$ cat config.mk
export PLATFORM = sky130hd
export DESIGN_NAME = mmd_decoder_flat
export DESIGN_NICKNAME = d
export VERILOG_FILES = /design/src/design/mmd_pkg.sv /design/src/design/mmd_link_if.sv /design/src/design/mmd_decoder.sv /design/src/flat_wrapper.sv
export VERILOG_INCLUDE_DIRS = /design/src /design/src/design
export SDC_FILE = /design/constraint.sdc
export NUM_CORES = 1
export LEC_CHECK = 0
export ABC_AREA = 1
export BUFFER_PORTS_ARGS = -buffer_cell sky130_fd_sc_hd__buf_4
export CORE_MARGIN = 2
export CORE_UTILIZATION = 50
export CTS_BUF_LIST = sky130_fd_sc_hd__clkbuf_8
export CTS_CLUSTER_SIZE = 14
export DETAILED_ROUTE_END_ITERATION = 7
export HOLD_SLACK_MARGIN = 0.06
export PLACE_DENSITY = 0.83
export RECOVER_POWER = 25
export SLEW_MARGIN = 5
export SYNTH_ARGS = -nofsm -noshare
export SYNTH_HDL_FRONTEND = slang
export SYNTH_SLANG_ARGS = --single-unit
export TNS_END_PERCENT = 10
$ cat constraint.sdc
create_clock -name CLK_I -period 2.2 [get_ports CLK_I]
set_clock_uncertainty 0.05 [all_clocks]
set_input_delay 0 -clock CLK_I [delete_from_list [all_inputs] [get_ports CLK_I]]
set_output_delay 0 -clock CLK_I [all_outputs]
set_load 0.02 [all_outputs]
$ cat src/design/mmd_regs.svh
// Purpose: Addresses, field positions and reset values of the memory map decoder.
// Assumes: 20-bit byte addresses, 1 MB space.
// Notes: Definitions only.
`ifndef MMD_REGS_SVH
`define MMD_REGS_SVH

// ----------------------------------------------------------------
// Program memory areas
// ----------------------------------------------------------------
`define MMD_VEC_LAST 20'h0007f
`define MMD_RESET_VEC 20'h00000
`define MMD_BRK_VEC 20'h0007e
`define MMD_TABLE_CALL_INSTRUCTION_BASE 20'h00080
`define MMD_TABLE_CALL_INSTRUCTION_LAST 20'h000bf
`define MMD_OPT_BASE 20'h000c0
`define MMD_OPT_LAST 20'h000c3
`define MMD_SECID_BASE 20'h000c4
`define MMD_SECID_LAST 20'h000cd
`define MMD_ALT_OFFSET 20'h01000
`define MMD_SWAP_LIMIT 20'h02000
`define MMD_FLASH_TOP_32K 20'h07fff
`define MMD_FLASH_TOP_64K 20'h0ffff
`define MMD_FLASH_TOP_96K 20'h17fff
`define MMD_FLASH_TOP_128K 20'h1ffff
`define MMD_SWAP_BIT 12

// ----------------------------------------------------------------
// Top window
// ----------------------------------------------------------------
`define MMD_WINDOW_BASE 20'hf0000
`define MMD_ESFR_LAST 20'hf07ff
`define MMD_RAM_BASE_4K 20'hfef00
`define MMD_RAM_BASE_6K 20'hfe700
`define MMD_RAM_BASE_7K 20'hfe300
`define MMD_GPR_BASE 20'hffee0
`define MMD_RAM_TOP 20'hffeff
`define MMD_SFR_BASE 20'hfff00
`define MMD_MIRROR_REG_ADDR 20'hfffe0
`define MMD_MIRROR_RESET 8'h00
`define MMD_MIRROR_BIT 0

// ----------------------------------------------------------------
// Controller registers on APB
// ----------------------------------------------------------------
`define MMD_CMD_OFS 12'h000
`define MMD_WDATA_OFS 12'h004
`define MMD_STATUS_OFS 12'h008
`define MMD_RDATA_OFS 12'h00c
`define MMD_CMD_KIND_LSB 20
`define MMD_STAT_BUSY 0
`define MMD_STAT_DONE 1
`define MMD_STAT_ERR 2
`define MMD_STAT_REGION_LSB 4

`endif

$ cat src/design/mmd_pkg.sv
// Purpose: Types shared by both ends of the memory map decoder link.
// Assumes: Nothing beyond SystemVerilog.
// Notes: Numbers live in mmd_regs.svh.
package mmd_pkg;

  typedef enum logic [2:0] {
    K_READ = 3'h0,
    K_READ16 = 3'h1,
    K_WRITE = 3'h2,
    K_WBIT = 3'h3,
    K_FETCH = 3'h4,
    K_STACK = 3'h5,
    K_VECTOR = 3'h6,
    K_TABLE = 3'h7
  } mmd_kind_type;

  typedef enum logic [2:0] {
    RG_NONE = 3'h0,
    RG_FLASH = 3'h1,
    RG_RAM = 3'h2,
    RG_GPR = 3'h3,
    RG_SFR = 3'h4,
    RG_ESFR = 3'h5,
    RG_MIRROR = 3'h6,
    RG_OWN = 3'h7
  } mmd_region_type;

  typedef enum logic [1:0] {
    V_32K = 2'h0,
    V_64K = 2'h1,
    V_96K = 2'h2,
    V_128K = 2'h3
  } mmd_variant_type;

endpackage

$ cat src/design/mmd_link_if.sv
// Purpose: Request and answer wires between the CPU end and the decoder.
// Assumes: One clock shared by both ends.
// Notes: req is a level held until ack.
interface mmd_link_if;
  import mmd_pkg::*;
  logic req;
  mmd_kind_type kind;
  logic [19:0] addr;
  logic [7:0] wdata;
  logic ack;
  logic err;
  logic [19:0] rdata;
  mmd_region_type region;

  modport dev (input req, input kind, input addr, input wdata,
               output ack, output err, output rdata, output region);
  modport cpu (output req, output kind, output addr, output wdata,
               input ack, input err, input rdata, input region);
endinterface

$ cat src/design/mmd_decoder.sv
// Purpose: Decodes CPU accesses onto flash, RAM, register banks, SFRs and the mirror window.
// Assumes: Memories answer MEM_RDATA_I one cycle after MEM_RD_O.
// Notes: Holds the flash mirror select register at its own SFR address.
// Behaviour
// - Lowest 128 bytes form the vector table.
// - Vector entries are 16-bit, targets below 64 KB.
// - Word reads: low byte even, high odd.
// - All resets share vector zero; break last.
// - Call table entries sit after vector table.
// - Software copies call table into swapped block.
// - Option bytes follow call table, swapped copy too.
// - Software programs ten-byte debug ID, both copies.
// - Top window mirrors lower or upper flash half.
// - Registers and RAM win over mirrored flash.
// - Mirror is data-read only.
// - Mirror select byte/bit writable, resets to zero.
// - Select 0 lower half, 1 upper half.
// - Small variants keep mirror select at zero; the code lets any variant write it to 1.
// - Software writes mirror select once, early.
// - One instruction gap before using mirror.
// - RAM ends at register banks, variant base.
// - Flash starts at zero, variant size.
// - Register banks: no fetch, no stack.
// - Other RAM serves data, fetch and stack.
// - Last 256 bytes decode to SFRs.
// - Lowest 2 KB of window are extended SFRs.
`include "mmd_regs.svh"

module mmd_decoder
  import mmd_pkg::*;
#(
  parameter mmd_variant_type VARIANT = V_128K
) (
  input wire logic CLK_I,
  input wire logic RSTN_I,
  mmd_link_if.dev LINK,
  input wire logic BOOT_SWAP_I,
  output logic [19:0] MEM_ADDR_O,
  output mmd_region_type MEM_REGION_O,
  output logic MEM_RD_O,
  output logic MEM_WR_O,
  output logic [7:0] MEM_WDATA_O,
  input wire logic [7:0] MEM_RDATA_I,
  output logic MIRROR_SEL_O
);

  // ----------------------------------------------------------------
  // State
  // ----------------------------------------------------------------
  typedef enum logic [2:0] {
    ST_IDLE = 3'h0,
    ST_STB = 3'h1,
    ST_CAP_LO = 3'h2,
    ST_CAP_HI = 3'h3,
    ST_DONE = 3'h4
  } mmd_dstate_type;

  typedef struct packed {
    mmd_dstate_type state;
    logic two;
    logic wr;
    logic err;
    mmd_region_type region;
    logic [19:0] phys;
    logic [7:0] wdata;
    logic [7:0] lo;
    logic [7:0] hi;
    logic mirror_bit;
    logic swap_meta;
    logic swap_sync;
  } mmd_dec_type;

  mmd_dec_type dec_reg;
  mmd_dec_type dec_next;

  localparam logic [19:0] FLASH_TOP =
    (VARIANT == V_32K) ? `MMD_FLASH_TOP_32K :
    (VARIANT == V_64K) ? `MMD_FLASH_TOP_64K :
    (VARIANT == V_96K) ? `MMD_FLASH_TOP_96K : `MMD_FLASH_TOP_128K;
  localparam logic [19:0] RAM_BASE =
    (VARIANT == V_128K) ? `MMD_RAM_BASE_7K :
    (VARIANT == V_96K) ? `MMD_RAM_BASE_6K : `MMD_RAM_BASE_4K;

  // ----------------------------------------------------------------
  // Address decode
  // ----------------------------------------------------------------
  logic [19:0] ea;
  logic [19:0] mirror_src;
  logic [19:0] flash_phys;
  mmd_region_type region;
  logic refuse;
  logic is_two;
  logic is_wr;

  always_comb begin
    is_two = (LINK.kind == K_READ16) || (LINK.kind == K_VECTOR) || (LINK.kind == K_TABLE);
    is_wr = (LINK.kind == K_WRITE) || (LINK.kind == K_WBIT) || (LINK.kind == K_STACK);
    unique case (LINK.kind)
      K_VECTOR: ea = {13'h0000, LINK.addr[5:0], 1'b0};
      K_TABLE: ea = `MMD_TABLE_CALL_INSTRUCTION_BASE + {14'h0000, LINK.addr[4:0], 1'b0};
      K_READ16: ea = {LINK.addr[19:1], 1'b0};
      default: ea = LINK.addr;
    endcase
    // Source selected by the mirror bit, window offset kept
    mirror_src = {3'h0, dec_reg.mirror_bit, ea[15:0]};
    // Boot swap exchanges the two lowest 4 KB blocks, so the
    // alternate call table, option bytes and ID copies take over
    flash_phys = ea;
    if (dec_reg.swap_sync && (ea < `MMD_SWAP_LIMIT)) begin
      flash_phys[`MMD_SWAP_BIT] = ~ea[`MMD_SWAP_BIT];
    end
    if (ea >= `MMD_WINDOW_BASE) begin
      if (ea == `MMD_MIRROR_REG_ADDR) begin
        region = RG_OWN;
      end else if (ea >= `MMD_SFR_BASE) begin
        region = RG_SFR;
      end else if (ea >= `MMD_GPR_BASE) begin
        region = RG_GPR;
      end else if (ea >= RAM_BASE) begin
        region = RG_RAM;
      end else if (ea <= `MMD_ESFR_LAST) begin
        region = RG_ESFR;
      end else if (mirror_src <= FLASH_TOP) begin
        region = RG_MIRROR;
      end else begin
        // Mirror source above this variant's flash top (FLASH_TOP): nothing behind it
        region = RG_NONE;
      end
    end else if (ea <= FLASH_TOP) begin
      region = RG_FLASH;
    end else begin
      region = RG_NONE;
    end
    unique case (region)
      RG_NONE: refuse = 1'b1;
      RG_MIRROR: refuse = (LINK.kind != K_READ) && (LINK.kind != K_READ16);
      // Flash is not written over this path; reprogramming is elsewhere
      RG_FLASH: refuse = is_wr;
      RG_GPR: refuse = (LINK.kind == K_FETCH) || (LINK.kind == K_STACK) ||
                       (LINK.kind == K_WBIT);
      RG_RAM: refuse = (LINK.kind == K_WBIT);
      RG_SFR, RG_ESFR: refuse = (LINK.kind == K_FETCH) || (LINK.kind == K_STACK) ||
                                (LINK.kind == K_WBIT);
      RG_OWN: refuse = (LINK.kind == K_FETCH) || (LINK.kind == K_STACK) || is_two;
    endcase
    // Vector and table loads must land in flash
    if (((LINK.kind == K_VECTOR) || (LINK.kind == K_TABLE)) && (region != RG_FLASH)) begin
      refuse = 1'b1;
    end
  end

  // ----------------------------------------------------------------
  // Sequencer
  // ----------------------------------------------------------------
  always_comb begin
    dec_next = dec_reg;
    dec_next.swap_meta = BOOT_SWAP_I;
    dec_next.swap_sync = dec_reg.swap_meta;
    unique case (dec_reg.state)
      ST_IDLE: begin
        if (LINK.req) begin
          dec_next.two = is_two;
          dec_next.wr = is_wr;
          dec_next.err = refuse;
          dec_next.region = region;
          dec_next.wdata = LINK.wdata;
          dec_next.lo = 8'h00;
          dec_next.hi = 8'h00;
          dec_next.phys = (region == RG_MIRROR) ? mirror_src :
                          (region == RG_FLASH) ? flash_phys : ea;
          if (refuse) begin
            dec_next.state = ST_DONE;
          end else if (region == RG_OWN) begin
            if (LINK.kind == K_WBIT) begin
              if (LINK.wdata[2:0] == 3'(`MMD_MIRROR_BIT)) begin
                dec_next.mirror_bit = LINK.wdata[3];
              end
            end else if (LINK.kind == K_WRITE) begin
              dec_next.mirror_bit = LINK.wdata[`MMD_MIRROR_BIT];
            end
            // Only bit 0 exists; the rest of the byte reads as zero
            dec_next.lo = {7'h00, dec_reg.mirror_bit};
            dec_next.state = ST_DONE;
          end else begin
            dec_next.state = ST_STB;
          end
        end
      end
      ST_STB: begin
        // Odd address prepared here so MEM_ADDR_O comes straight from a flop
        if (dec_reg.two) begin
          dec_next.phys = {dec_reg.phys[19:1], 1'b1};
        end
        dec_next.state = dec_reg.wr ? ST_DONE : ST_CAP_LO;
      end
      ST_CAP_LO: begin
        dec_next.lo = MEM_RDATA_I;
        if (dec_reg.two) begin
          dec_next.state = ST_CAP_HI;
        end else begin
          dec_next.state = ST_DONE;
        end
      end
      ST_CAP_HI: begin
        dec_next.hi = MEM_RDATA_I;
        dec_next.state = ST_DONE;
      end
      ST_DONE: begin
        dec_next.state = ST_IDLE;
      end
      default: begin
        dec_next.state = ST_IDLE;
      end
    endcase
  end

  always_ff @(posedge CLK_I or negedge RSTN_I) begin
    if (!RSTN_I) begin
      dec_reg <= '{state: ST_IDLE, region: RG_NONE,
                   mirror_bit: 1'(`MMD_MIRROR_RESET), default: '0};
    end else begin
      dec_reg <= dec_next;
    end
  end

  // ----------------------------------------------------------------
  // Outputs
  // ----------------------------------------------------------------
  // Second byte strobe is issued while the first byte is captured
  assign MEM_RD_O = (!dec_reg.wr && (dec_reg.state == ST_STB)) ||
                    (dec_reg.two && (dec_reg.state == ST_CAP_LO));
  assign MEM_WR_O = dec_reg.wr && (dec_reg.state == ST_STB);
  assign MEM_ADDR_O = dec_reg.phys;
  assign MEM_REGION_O = dec_reg.region;
  assign MEM_WDATA_O = dec_reg.wdata;
  assign MIRROR_SEL_O = dec_reg.mirror_bit;

  assign LINK.ack = (dec_reg.state == ST_DONE);
  assign LINK.err = dec_reg.err;
  // Two-byte answers carry a zero top nibble: targets stay below 64 KB
  assign LINK.rdata = {4'h0, dec_reg.hi, dec_reg.lo};
  assign LINK.region = dec_reg.region;

endmodule // mmd_decoder

$ cat src/flat_wrapper.sv
// flat-port wrapper written by rule: the top's interface ports become plain ports
module mmd_decoder_flat import mmd_pkg::*;
#(
  parameter mmd_variant_type VARIANT = V_128K
)
  (CLK_I, RSTN_I, BOOT_SWAP_I, MEM_ADDR_O, MEM_REGION_O, MEM_RD_O, MEM_WR_O, MEM_WDATA_O, MEM_RDATA_I, MIRROR_SEL_O, LINK_req, LINK_kind, LINK_addr, LINK_wdata, LINK_ack, LINK_err, LINK_rdata, LINK_region);
  mmd_link_if LINK_i ();
  input wire logic CLK_I;
  input wire logic RSTN_I;
  input wire logic BOOT_SWAP_I;
  output logic [19:0] MEM_ADDR_O;
  output mmd_region_type MEM_REGION_O;
  output logic MEM_RD_O;
  output logic MEM_WR_O;
  output logic [7:0] MEM_WDATA_O;
  input wire logic [7:0] MEM_RDATA_I;
  output logic MIRROR_SEL_O;
  input wire logic [$bits(LINK_i.req)-1:0] LINK_req;
  input wire logic [$bits(LINK_i.kind)-1:0] LINK_kind;
  input wire logic [$bits(LINK_i.addr)-1:0] LINK_addr;
  input wire logic [$bits(LINK_i.wdata)-1:0] LINK_wdata;
  output wire logic [$bits(LINK_i.ack)-1:0] LINK_ack;
  output wire logic [$bits(LINK_i.err)-1:0] LINK_err;
  output wire logic [$bits(LINK_i.rdata)-1:0] LINK_rdata;
  output wire logic [$bits(LINK_i.region)-1:0] LINK_region;
  assign LINK_i.req = LINK_req;
  assign LINK_i.kind = LINK_kind;
  assign LINK_i.addr = LINK_addr;
  assign LINK_i.wdata = LINK_wdata;
  assign LINK_ack = LINK_i.ack;
  assign LINK_err = LINK_i.err;
  assign LINK_rdata = LINK_i.rdata;
  assign LINK_region = LINK_i.region;
  mmd_decoder #(.VARIANT(VARIANT)) u_core (.CLK_I(CLK_I), .RSTN_I(RSTN_I), .LINK(LINK_i), .BOOT_SWAP_I(BOOT_SWAP_I), .MEM_ADDR_O(MEM_ADDR_O), .MEM_REGION_O(MEM_REGION_O), .MEM_RD_O(MEM_RD_O), .MEM_WR_O(MEM_WR_O), .MEM_WDATA_O(MEM_WDATA_O), .MEM_RDATA_I(MEM_RDATA_I), .MIRROR_SEL_O(MIRROR_SEL_O));
endmodule
==> metrics <==
DP Wirelength=around 5700 microns; area leader, netlist=dfrtp_1; CTS buffer count=5; number of synthesized register bits=56; CTS H-tree lvls=2; Fmax achieved=a little under 500 MHz; WP depth=9; First DRT Iteration DRCs=~210; die area=a little over 0.007 sq mm; Fin Setup TNS=0 ns; Antenna Nets Post-Route=0; layout cells sized above 1=0.267; Initial Util=0.516; chip width=between 80 and 90 microns; Final Critical Period=between 2 and 2.5 ns; Core ar.=~0.0063 sq mm; max-slew violation count=0; Max IR drop VDD=slightly below 0.8 mV; layout net count=around 540; RePlAce Congestion=0.883; worst-case clock buffer depth=2; crit-path max FO=14; CP dominant cell by count=nor2_1; routed vias=2,928; synth top area cells=dfrtp_1 43%, buf_4 13%, nand2_1 12%, o21ai_0 5.5%, nand3_1 4.9%; CP Capture Type=flip-flop; RSZ-0062 raised after global routing=false; Synth warnings=0; Post CTS Setup Buffer Count=0; FP Rows=29; final core utilization=0.661; WHS=around 0.066 ns; max reg flops=20; pwr dens=about 1000 mW/mm^2; outcome=finished clean; count of cell types in the netlist=33; synthesized cell area=0.00326 sq mm; CP top delay family=buffers and inverters; DRT Wirelength=between 8000 and 9000 microns; Buf/Inv on CP=4; num ports=roughly 100; syn avg cell area=about 7.8 sq um; Final Cycle Share=0.915; slew margin rel.=0.0989; Die Y=about 85 microns; kind of start point of the critical path=flip-flop; Mapped Cells=roughly 420; most numerous cell in the Yosys netlist=nand2_1; Root Buffer=clkbuf_8; Synth top area share=0.430; Max Cap Viol=0; Leak=0.00213 uW; ys async rst share=1.00; CTS tree=done; Main synth FF type=dfrtp_1; GRT Total Usage=0.226; WL per Instance=approximately 14 microns; crit path cell chain=nor2_1, inv_1, nor2_2, nand2_2, clkinvlp_4, buf_6, nor2_1, a31oi_1, dlygate4sd3_1; critical path class=flip-flop to flip-flop; required time worst endpoint=between 2 and 2.5 ns; worst-margin pin slew=around 1.4 ns; Post-synth top cells=105 x nand2_1, 56 x buf_4, 56 x dfrtp_1, 37 x inv_1, 36 x o21ai_0; GRT overflow=0; Ant. Diodes=0; final hold vios=0; Setup-failing EPs final=0; drt drc=0; vias in the first global route=roughly 2,800; Reg clk slew, reported paths=0.09 ns; number of synthesized flops with an enable pin=0; clk sinks=56; Worst-Skew Late Latency=about 0.3 ns; initial antenna violation count=0; pre-CTS setup slack=0.269 ns; Initial DRT Pass Iterations=4; Area Overhead vs Synth=28.2%; largest net degree at the start of global routing=57; FF-to-FF path depth=9; IO Port Bufs=between 90 and 100; hold path cells=5; Worst Path Arrival=between 2 and 2.5 ns; Vias/cell=between 5 and 6; CP max stage cell=dlygate4sd3_1; register area share after synthesis=0.430; first-pass GRT wire length=13,000 microns; Final Worst Setup Slack=roughly 0.19 ns; slowest stage delay, CP=0.57 ns; Hold Crit Class=input port to flip-flop
## cell type report
class                   instances  area [sq um]
clock inverters                 2          12.5
inverters                      38           150
fillers                       553          2140
well taps                      77          96.3
repair buffers                143          1180
multi-input cells             257          1260
clock buffers                   5          68.8
flip-flops and latches         56          1400
## worst min-delay path: stages
cell and delay (ns):
buf_4 0.11, inv_1 0.07, nor2_1 0.06, o211ai_1 0.09, nand2_1 0.06
## layout by cell type, fill, tap and decap left out, drive strengths merged
| cell type | instances |
|---|---|
| a21oi | 4 |
| a31oi | 8 |
| buf | 97 |
| clkbuf | 8 |
| clkinv | 1 |
| clkinvlp | 3 |
| conb | 4 |
| dfrtp | 56 |
| dlygate4sd3 | 43 |
| inv | 36 |
| nand2 | 111 |
| nand3 | 35 |
| nand3b | 1 |
| nand4 | 7 |
| nor2 | 38 |
| nor3 | 3 |
| nor4 | 1 |
| o2111ai | 1 |
| o211ai | 2 |
| o21ai | 38 |
| o31ai | 3 |
| xor2 | 1 |
## cell families after synthesis
| group | synth area share |
|---|---|
| compound gates | 0.0965 |
| buf+inv | 0.196 |
| flops | 0.430 |
| other cells | 0.00115 |
| xor+xnor | 0.00269 |
| simple gates | 0.273 |
## metal layers
metal,vias up,GRT usage,routed length (microns)
met5,-,0,0
met2,111,0.402,4250
met3,14,0.0334,464
li1,1449,-,-
met1,1354,0.282,3290
met4,0,0.0722,146
## through the flow
stage	cells	cell area [sq um]	power (uW)
floorplan	418	3270	3230
global placement	527	3620	3570
detailed placement	527	3620	3630
CTS	575	4110	4270
global route	578	4180	4550
finish	578	4180	4270
## report_power, final
group	internal (uW)	leakage (uW)	switching, uW
logic	870	0.00138	1240
clock network	216	0.0000400	312
registers	1400	0.000707	235
total	2490	0.00213	1780
## worst paths after layout
| kind | start | to | slack, ns |
|---|---|---|---|
| setup / recovery | u_core.dec_reg[53] | u_core.MEM_ADDR_O[1] | 0.19 |
| hold / removal | LINK_addr[16] | u_core.MEM_ADDR_O[16] | 0.07 |
| setup reg to reg | u_core.dec_reg[53] | u_core.MEM_ADDR_O[1] | 0.19 |
| hold reg to reg | u_core.dec_next[0] | u_core.dec_reg[0] | 0.32 |
| max in group asynchronous | RSTN_I | u_core.MEM_ADDR_O[17] | 0.80 |
| min in group asynchronous | RSTN_I | u_core.MEM_ADDR_O[2] | 0.48 |
## repair_timing
item	CTS	global route
hold endpoints to repair	98	2
hold buffers	41	2
setup endpoints to repair	0	10
gates resized for setup	0	11
(Power assumes the default switching activity.)
